$ cat src/logic/pxbs_pkg.sv
package pxbs_pkg;
   // register byte offsets
   localparam logic [7:0] PXBS_OFF_STATUS = 8'h84;
   localparam logic [7:0] PXBS_OFF_SPLIT = 8'h88;
   localparam logic [7:0] PXBS_OFF_IRQ_STAT = 8'hC0;
   localparam logic [7:0] PXBS_OFF_IRQ_MASK = 8'hC4;
   localparam logic [7:0] PXBS_OFF_BUSNUM = 8'hC8;
   // status field positions
   localparam int PXBS_FN_LSB = 0;
   localparam int PXBS_DEV_LSB = 3;
   localparam int PXBS_BUS_LSB = 8;
   localparam int PXBS_CAP64_BIT = 16;
   localparam int PXBS_CAP133_BIT = 17;
   localparam int PXBS_DISC_BIT = 18;
   localparam int PXBS_UNEXP_BIT = 19;
   localparam int PXBS_OVR_BIT = 20;
   localparam int PXBS_DLY_BIT = 21;
   // event indices inside the 4-bit flag vectors
   localparam int PXBS_EV_DISC = 0;
   localparam int PXBS_EV_UNEXP = 1;
   localparam int PXBS_EV_OVR = 2;
   localparam int PXBS_EV_DLY = 3;
   localparam int PXBS_NEV = 4;
   // reset values, split capability, no-check limit and config write command
   localparam logic [2:0] PXBS_FN_RST = 3'h0;
   localparam logic [4:0] PXBS_DEV_RST = 5'h1F;
   localparam logic [7:0] PXBS_BUS_RST = 8'hFF;
   localparam logic [15:0] PXBS_SPLIT_CAP = 16'h0010;
   localparam logic [15:0] PXBS_LIMIT_RST = 16'h0010;
   localparam logic [15:0] PXBS_LIMIT_NOCHK = 16'hFFFF;
   localparam logic [3:0] PXBS_CFG_WRITE = 4'hB;

   typedef struct packed {
      logic [7:0] addr;
      logic [31:0] wdata;
      logic wr;
      logic rd;
   } pxbs_bus_req_t;

   typedef struct packed {
      logic valid;
      logic [3:0] cmd;
      logic idsel;
      logic [15:0] ad;
   } pxbs_cfg_t;

   typedef struct packed {
      logic [2:0] fn;
      logic [4:0] dev;
      logic [7:0] bus;
      logic [3:0] flags;
      logic [3:0] irq_stat;
      logic [3:0] irq_mask;
      logic [15:0] limit;
      logic [31:0] rdata;
      logic rst_d;
      logic cap64;
      logic [2:0] req64_sync;
   } pxbs_state_t;
endpackage

$ cat src/logic/pxbs_regs.sv
module pxbs_regs
   import pxbs_pkg::*;
(
   // clock and reset
   input wire logic clk_i,
   input wire logic rstn_i,
   // register port
   input wire logic [7:0] addr_i,
   input wire logic [31:0] wdata_i,
   input wire logic wr_i,
   input wire logic rd_i,
   output logic [31:0] rdata_o,
   // primary bus configuration address phase
   input wire logic cfg_valid_i,
   input wire logic [3:0] cfg_cmd_i,
   input wire logic cfg_idsel_i,
   input wire logic [15:0] cfg_ad_i,
   // mode and bus reset straps
   input wire logic reverse_i,
   input wire logic pci_rstn_i,
   input wire logic req64_n_i,
   // split transaction events
   input wire logic ev_discard_i,
   input wire logic ev_unexp_i,
   input wire logic [15:0] unexp_reqid_i,
   input wire logic ev_overrun_i,
   input wire logic [15:0] req_size_i,
   input wire logic [15:0] outstanding_i,
   input wire logic split_req_i,
   // split forwarding and identity
   output logic split_fwd_ok_o,
   output logic [15:0] completer_id_o,
   // interrupt
   output logic irq_o
);
   pxbs_state_t s_r, s_nxt;
   logic [3:0] ev;
   logic room_ok;
   logic [16:0] need;
   logic [31:0] status_word;
   logic tgt;

   function automatic logic [3:0] w1c_mask(input logic [31:0] w);
      return {w[PXBS_DLY_BIT], w[PXBS_OVR_BIT], w[PXBS_UNEXP_BIT], w[PXBS_DISC_BIT]};
   endfunction

   always_comb begin
      need = {1'b0, outstanding_i} + {1'b0, req_size_i};
      // limit check, bypassed at FFFFh
      // unchecked forwarding
      room_ok = (s_r.limit == PXBS_LIMIT_NOCHK) || (need <= {1'b0, s_r.limit});
      tgt = cfg_valid_i && cfg_cmd_i == PXBS_CFG_WRITE && cfg_idsel_i && cfg_ad_i[10:8] == s_r.fn;
      ev[PXBS_EV_DISC] = ev_discard_i && !reverse_i;
      ev[PXBS_EV_UNEXP] = ev_unexp_i && reverse_i && unexp_reqid_i == {s_r.bus, s_r.dev, s_r.fn};
      ev[PXBS_EV_OVR] = ev_overrun_i;
      ev[PXBS_EV_DLY] = split_req_i && !room_ok;
      status_word = 32'h0;
      status_word[PXBS_FN_LSB +: 3] = s_r.fn;
      status_word[PXBS_DEV_LSB +: 5] = s_r.dev;
      status_word[PXBS_BUS_LSB +: 8] = s_r.bus;
      status_word[PXBS_CAP64_BIT] = reverse_i && s_r.cap64;
      status_word[PXBS_CAP133_BIT] = reverse_i;
      status_word[PXBS_DISC_BIT] = s_r.flags[PXBS_EV_DISC] && !reverse_i;
      status_word[PXBS_UNEXP_BIT] = s_r.flags[PXBS_EV_UNEXP] && reverse_i;
      status_word[PXBS_OVR_BIT] = s_r.flags[PXBS_EV_OVR];
      status_word[PXBS_DLY_BIT] = s_r.flags[PXBS_EV_DLY];

      s_nxt = s_r;
      s_nxt.req64_sync = {s_r.req64_sync[1:0], ~req64_n_i};
      s_nxt.rst_d = pci_rstn_i;
      // sample REQ64 at bus reset release
      if (pci_rstn_i && !s_r.rst_d) begin
         s_nxt.cap64 = s_r.req64_sync[2] & s_r.req64_sync[1];
      end
      // function number capture on any config write with idsel; device number only when the function matches
      if (cfg_valid_i && cfg_cmd_i == PXBS_CFG_WRITE && cfg_idsel_i) begin
         s_nxt.fn = cfg_ad_i[10:8];
      end
      if (tgt) begin
         s_nxt.dev = cfg_ad_i[15:11];
      end
      // write one to clear, set wins
      if (wr_i && addr_i == PXBS_OFF_STATUS) begin
         s_nxt.flags = s_r.flags & ~w1c_mask(wdata_i);
      end
      s_nxt.flags = s_nxt.flags | ev;
      if (wr_i && addr_i == PXBS_OFF_SPLIT) begin
         s_nxt.limit = wdata_i[31:16];
      end
      if (wr_i && addr_i == PXBS_OFF_IRQ_MASK) begin
         s_nxt.irq_mask = wdata_i[3:0];
      end
      if (wr_i && addr_i == PXBS_OFF_BUSNUM) begin
         s_nxt.bus = wdata_i[7:0];
      end
      if (rd_i && addr_i == PXBS_OFF_IRQ_STAT) begin
         s_nxt.irq_stat = 4'h0;
      end
      s_nxt.irq_stat = s_nxt.irq_stat | ev;
      s_nxt.rdata = 32'h0;
      if (rd_i) begin
         case (addr_i)
            PXBS_OFF_STATUS: s_nxt.rdata = status_word;
            PXBS_OFF_SPLIT: s_nxt.rdata = {s_r.limit, PXBS_SPLIT_CAP};
            PXBS_OFF_IRQ_STAT: s_nxt.rdata = {28'h0000000, s_r.irq_stat};
            PXBS_OFF_IRQ_MASK: s_nxt.rdata = {28'h0000000, s_r.irq_mask};
            PXBS_OFF_BUSNUM: s_nxt.rdata = {24'h000000, s_r.bus};
            default: s_nxt.rdata = 32'h0;
         endcase
      end
   end

   always_ff @(posedge clk_i or negedge rstn_i) begin
      if (!rstn_i) begin
         s_r.fn <= PXBS_FN_RST;
         s_r.dev <= PXBS_DEV_RST;
         s_r.bus <= PXBS_BUS_RST;
         s_r.flags <= 4'h0;
         s_r.irq_stat <= 4'h0;
         s_r.irq_mask <= 4'h0;
         s_r.limit <= PXBS_LIMIT_RST;
         s_r.rdata <= 32'h0;
         s_r.rst_d <= 1'b0;
         s_r.cap64 <= 1'b0;
         s_r.req64_sync <= 3'h0;
      end else begin
         s_r <= s_nxt;
      end
   end

   assign rdata_o = s_r.rdata;
   assign split_fwd_ok_o = room_ok;
   assign completer_id_o = {s_r.bus, s_r.dev, s_r.fn};
   assign irq_o = |(s_r.irq_stat & s_r.irq_mask);
endmodule

$ cat config.mk
export PLATFORM = sky130hd
export DESIGN_NAME = pxbs_regs
export DESIGN_NICKNAME = d
export VERILOG_FILES = /design/src/logic/pxbs_pkg.sv /design/src/logic/pxbs_regs.sv
export SDC_FILE = /design/constraint.sdc
export NUM_CORES = 1
export LEC_CHECK = 0
export CORE_MARGIN = 1.5
export CORE_UTILIZATION = 30
export DETAILED_ROUTE_END_ITERATION = 8
export DONT_BUFFER_PORTS = 1
export GPL_ROUTABILITY_DRIVEN = 0
export GPL_TIMING_DRIVEN = 0
export PLACE_DENSITY = 0.46
export REMOVE_ABC_BUFFERS = 1
export SYNTH_ARGS = -nofsm -noshare
export SYNTH_HDL_FRONTEND = slang
export SYNTH_SLANG_ARGS = --single-unit
$ cat constraint.sdc
create_clock -name clk_i -period 5.3 [get_ports clk_i]
set_input_delay 1.06 -clock clk_i [delete_from_list [all_inputs] [get_ports clk_i]]
set_output_delay 1.06 -clock clk_i [all_outputs]
set_load 0.05 [all_outputs]
==> results.cfg, run 1 <==
[flow_run]
maxCapViolCount = 0

[finish]
num-nets-final = 568
area_delta_synth_final_pct = 5.83
antenna_cells = 0
layout-drive-gt1-share = 0.241
final_util = 0.326

[hold_path]
hold_path_class = reg -> reg

[timing]
finalHoldViolations = 0
fin_skew_ns = 0.00613
clock.fmax_mhz = 197
setup_violations = 0
rsz0062_at_grt = no
period_needed_ns = 5.09
period_share = 0.960
relSlewSlack = 0.572
tightest_slew_ns = 0.641
setup_ws_ns = 0.214
finalMaxSlewViolations = 0
setup_tns_ns = 0

[detailed_routing]
firstDrtPassIters = 4
drt_iter0_markers = 157
ant_nets = 0
avgRoutedWirePerCell_um = 18.8
post-route-drc-count = 0
finalWirelength_um = 12000
via_per_inst = 5.07
vias = 3218

[worst_setup_path]
required_ns = 4.24
cp_data_arrival_time_ns = 4.03
worst-r2r-setup-slack_ns = 3.08
start_kind = primary input
crit_end = split_fwd_ok_o
cpPeakStageDelay_ns = 0.36
critPathMaxFanout = 4
crit_path_start = req_size_i[0]
rr_endpoint = s_r[64]
rr_startpoint = s_r[41]
path_cells = ha_2 -> inv_1 -> fa_2 -> nand2b_4 -> a21o_1 -> and2_4 -> o211ai_1 -> nand2_1 -> xnor2_2 -> ha_1 -> nand3_1 -> nor2_2 -> nand3_2 -> a221o_1 -> nor2_2 -> a21o_4
cp_common_cell = nor2_2
slowest_stage = ha_1
cp-end-kind = output port
reg2regPathDepth = 8
crit_type = in -> out

[run_status]
outcome = complete, no violations

[pwr]
leakagePower_nw = 2.29
powerDensity_mw_per_mm2 = 319
p_total_w = 0.00166
vdd_drop_max_uv = 144

[global_routing]
grt_antenna_before_repair = 0
grt.met3_usage = 0.0480
grt_remaining_overflow = 0
grt_pass1_wl_um = 18100
grt_max_degree = 82
grtUsageMet1 = 0.176
grt_pass1_vias = 3156
grt_usage = 0.141
busiest_layer = met2
grtUsageMet2 = 0.233

[place]
pre_cts_ws_ns = -0.168
portBuffers = 0
hpwlAfterDp_um = 9110

[clock_network]
htreeDepth = 3
cts_tree = yes
cts_max_path_buffers = 2
path_clk_slew_ns = 0.07
cts_hold_buf = 0
clock-sinks = 81
cts-root-buf = clkbuf_16
clock_latency_ns = 0.34
numCtsBuffers = 9

[synth]
yosys-top-cells-area = dfrtp_1, mux2_2, ha_1
synth_edf_count = 0
synth_top_area_share = 0.341
synthXorXnorAreaFrac = 0.0571
yosys.area.top_type = dfrtp_1
synth_compound_area_frac = 0.0925
syn_inst = 458
muxShareOfSynthArea = 0.0917
synth_top_family_by_area = simple AND/OR/NAND/NOR gates
seq_area_frac_synth = 0.416
synth_fa_ha_area_frac = 0.0856
ys.flop_type = dfrtp_1
yosys_warnings = 0
synthSimpleGateAreaFrac = 0.146
synth_area_mm2 = 0.00491
postSynthAreaPerCell_um2 = 10.7
ys_types = 57
synth-seq-cells = 81
ys_async_sr_fraction = 1.00

[die]
die_x_um = 131
dieHeight_um = 131
core_mm2 = 0.0159
ioPinCount = 171
start_util = 0.308
row_count = 46
dieArea_mm2 = 0.0172
## layer usage
metal	vias to the layer above	routed length, um	part of all wire
met4	0	110	0.0092
met3	11	682	0.057
li1	1495	-	-
met2	73	6010	0.50
met5	-	0	0
met1	1639	5170	0.43
## kinds of logic after synthesis
kind of cell,count (synthesis)
and+or+nand+nor,124
buffers and inverters,85
DFF,81
AOI/OAI and AO/OA,63
muxes,40
adders and majority gates,33
xor gates and xnor gates,32
## worst max-delay path, delay by kind of cell
family / cells / cell delay (ns)
AOI/OAI and AO/OA: 4 / 0.96
buffers and inverters: 1 / 0.06
and+or+nand+nor: 7 / 0.91
adders and majority gates: 3 / 0.89
xor gates and xnor gates: 1 / 0.15
## cells in the mapped netlist, types with 9 or more instances
cell      n
a21o_1   11
a21oi_1  10
and3_1   23
buf_4    48
dfrtp_1  67
dfstp_2  14
ha_1     32
inv_1    26
mux2_2   40
nand2_1  18
nand3_1  16
nand4_1  16
nor2_1   16
o21ai_0   9
xnor2_1  27
## sequential cells by signal, indices dropped and copies added (netlist names)
signal / flops
rdata_o: 32
s_r: 31
s_nxt: 2
completer_id_o: 16
## report_power, final
part | internal [W] | switching [W]
Clock | 0.000422 | 0.000272
Sequential | 0.000644 | 0.0000660
Combinational | 0.000125 | 0.000130
Total | 0.00119 | 0.000468
## repair_timing
item | CTS | global route
buffers inserted | 0 | 2
hold endpoints to repair | 0 | 0
pin swaps | 2 | 13
setup endpoints to repair | 1 | 1
gates resized for setup | 2 | 24
## layout by cell type, fill, tap and decap left out, types with 3 or more instances in the layout
| cell type | netlist | final |
|---|---|---|
| a21o_1 | 11 | 10 |
| a21oi_1 | 10 | 9 |
| a222oi_1 | 3 | 3 |
| a22o_1 | 3 | 3 |
| a22oi_1 | 6 | 6 |
| a31oi_1 | 3 | 3 |
| a32o_1 | 3 | 3 |
| and3_1 | 23 | 22 |
| buf_4 | 48 | 4 |
| clkbuf_16 | 0 | 9 |
| dfrtp_1 | 67 | 67 |
| dfstp_2 | 14 | 14 |
| ha_1 | 32 | 27 |
| ha_2 | 0 | 3 |
| inv_1 | 26 | 26 |
| inv_6 | 0 | 3 |
| mux2_2 | 40 | 40 |
| nand2_1 | 18 | 18 |
| nand2b_1 | 4 | 3 |
| nand3_1 | 16 | 15 |
| nand4_1 | 16 | 16 |
| nor2_1 | 16 | 14 |
| nor2b_1 | 6 | 6 |
| nor3_1 | 6 | 6 |
| o21ai_0 | 9 | 5 |
| o21ai_1 | 0 | 3 |
| xnor2_1 | 27 | 26 |
| xor2_1 | 5 | 5 |
## worst min path at each step
stage                        start       end  slack (ns)  cells past startpoint
after global routing      s_nxt[1]  s_nxt[2]        0.37                      0
final                     s_nxt[1]  s_nxt[2]        0.36                      0
after global placement    s_nxt[1]  s_nxt[2]        0.33                      0
after detailed placement  s_nxt[1]  s_nxt[2]        0.34                      0
after CTS                 s_nxt[1]  s_nxt[2]        0.35                      0
after floorplan           s_nxt[1]  s_nxt[2]        0.33                      0
## through the flow
step | std cells | area, um^2 | hold WS (ns)
final | 635 | 5200 | 0.359
after global routing | 635 | 5200 | 0.372
after CTS | 633 | 5100 | 0.352
after detailed placement | 617 | 4760 | 0.336
after global placement | 615 | 4740 | 0.333
after floorplan | 399 | 4470 | 0.331
## final cells by class
| cell class | instances | area (um^2) |
|---|---|---|
| clock buffer | 9 | 225 |
| clock inverter | 7 | 106 |
| fill | 1622 | 10700 |
| inverter | 26 | 97.6 |
| multi-input combinational | 292 | 2420 |
| sequential | 81 | 2040 |
| tap | 216 | 270 |
| timing repair buffer | 4 | 30.0 |
No activity file was read; power rests on OpenSTA's default activity.
==> run 2: changes to the inputs <==
==> constraint.sdc (replaced) <==
create_clock -name clk_i -period 6.1 [get_ports clk_i]
set_input_delay 1.22 -clock clk_i [delete_from_list [all_inputs] [get_ports clk_i]]
set_output_delay 1.22 -clock clk_i [all_outputs]
set_load 0.05 [all_outputs]
==> results.cfg, run 2 (same netlist as run 1, synthesis figures left out) <==
[worst_setup_path]
cp_data_arrival_time_ns = 4.56
rr_startpoint = s_r[52]
worst-r2r-setup-slack_ns = 3.87
start_kind = primary input
critPathMaxFanout = 4
cp-end-kind = output port
rr_endpoint = s_r[64]
required_ns = 4.88
reg2regPathDepth = 8
crit_type = in -> out

[clock_network]
cts_tree = yes
cts_hold_buf = 0
cts_max_path_buffers = 2
htreeDepth = 3
clock_latency_ns = 0.34
postCtsSetupRepairBufs = 0
cts_resized = 0
path_clk_slew_ns = 0.07
numCtsBuffers = 9
clock-sinks = 81
cts-root-buf = clkbuf_16

[timing]
setup_violations = 0
tightest_slew_ns = 0.642
clock.fmax_mhz = 173
finalHoldViolations = 0
relSlewSlack = 0.571
period_share = 0.947
rsz0062_at_grt = no
finalMaxSlewViolations = 0
fin_skew_ns = 0.00610
setup_tns_ns = 0
period_needed_ns = 5.78

[finish]
mostFrequentLayoutCell = dfrtp_1
most-common-layout-cells = dfrtp_1, mux2_2, ha_1
num-nets-final = 566
final_util = 0.319
area_delta_synth_final_pct = 3.59
antenna_cells = 0
layout-drive-gt1-share = 0.194
largest_reg_flops = 32

[die]
row_count = 46
ioPinCount = 171
start_util = 0.308
die_x_um = 131
dieArea_mm2 = 0.0172
dieHeight_um = 131
core_mm2 = 0.0159

[pwr]
powerDensity_mw_per_mm2 = 279
vdd_drop_max_uv = 125
leakagePower_nw = 2.27
p_total_w = 0.00142

[detailed_routing]
ant_nets = 0
vias = 3172
post-route-drc-count = 0
via_per_inst = 5.01
avgRoutedWirePerCell_um = 18.6
drt_iter0_markers = 148
firstDrtPassIters = 4
finalWirelength_um = 11800

[run_status]
outcome = complete, no violations

[flow_run]
maxCapViolCount = 0

[global_routing]
grt_pass1_wl_um = 18000
grt_max_degree = 82
grt_remaining_overflow = 0
grt_antenna_before_repair = 0
grt_pass1_vias = 3147
grt_usage = 0.141

[hold_path]
holdPathEnd = s_nxt[2]
min_delay_path_depth = 0
hp-start = s_nxt[1]
hold_path_class = reg -> reg

[place]
portBuffers = 0
hpwlAfterDp_um = 9110
-- run 2: changes by cell type in the layout (fill, tap and decap cells not counted), moves of 2 or more --
cell     delta
ha_1        +5
o21ai_0     +4
ha_2        -3
o21ai_1     -3
buf_4       -2
ha_4        -2
nor2_1      +2
nor2_2      -2
-- run 2: final cells by class --
cell class              instances  area (um^2)
well taps                     216          270
repair buffers                  2         15.0
fillers                      1631        10900
inverters                      26         97.6
multi-input cells             292         2330
flip-flops and latches         81         2040
clock buffers                   9          225
clock inverters                 7          106
-- run 2: metrics by stage --
stage                     setup slack [ns]  cell area (um^2)  instances  hold slack, ns
after floorplan                      0.738              4470        399           0.331
after global placement               0.370              4740        615           0.333
after detailed placement             0.312              4760        617           0.336
after CTS                            0.307              5090        633           0.352
after global routing                0.0485              5090        633           0.372
final                                0.321              5090        633           0.359
-- run 2: how the worst max path moves through the flow --
stage	from	endpoint	cells past startpoint
3_3_place_gp	req_size_i[0]	split_fwd_ok_o	16
6_report	req_size_i[0]	split_fwd_ok_o	16
5_1_grt	req_size_i[0]	split_fwd_ok_o	16
4_1_cts	req_size_i[0]	split_fwd_ok_o	16
3_5_place_dp	req_size_i[0]	split_fwd_ok_o	16
2_1_floorplan	req_size_i[0]	split_fwd_ok_o	16
-- run 2: power by group --
part / internal, W / total, W / switching, W
clock: 0.000367 / 0.000603 / 0.000236
sequential: 0.000559 / 0.000617 / 0.0000573
combinational: 0.0000958 / 0.000201 / 0.000105
total: 0.00102 / 0.00142 / 0.000398
-- run 2: worst max-delay path, stage by stage --
cell and delay (ns):
ha_1 0.17, inv_1 0.06, fa_1 0.39, nand2b_1 0.18, a21o_1 0.18, and2_1 0.17, o211ai_1 0.29, nand2_1 0.11
xnor2_1 0.15, ha_1 0.35, nand3_1 0.08, nor2_1 0.19, nand3_1 0.15, a221o_1 0.36, nor2_1 0.10, a21o_1 0.41
-- run 2: layer usage --
layer,track usage,vias to the layer above,wire length [um]
met1,0.176,1604,5130
met3,0.0480,9,683
met5,0,-,0
met4,0.0368,0,107
li1,-,1491,-
met2,0.233,68,5860
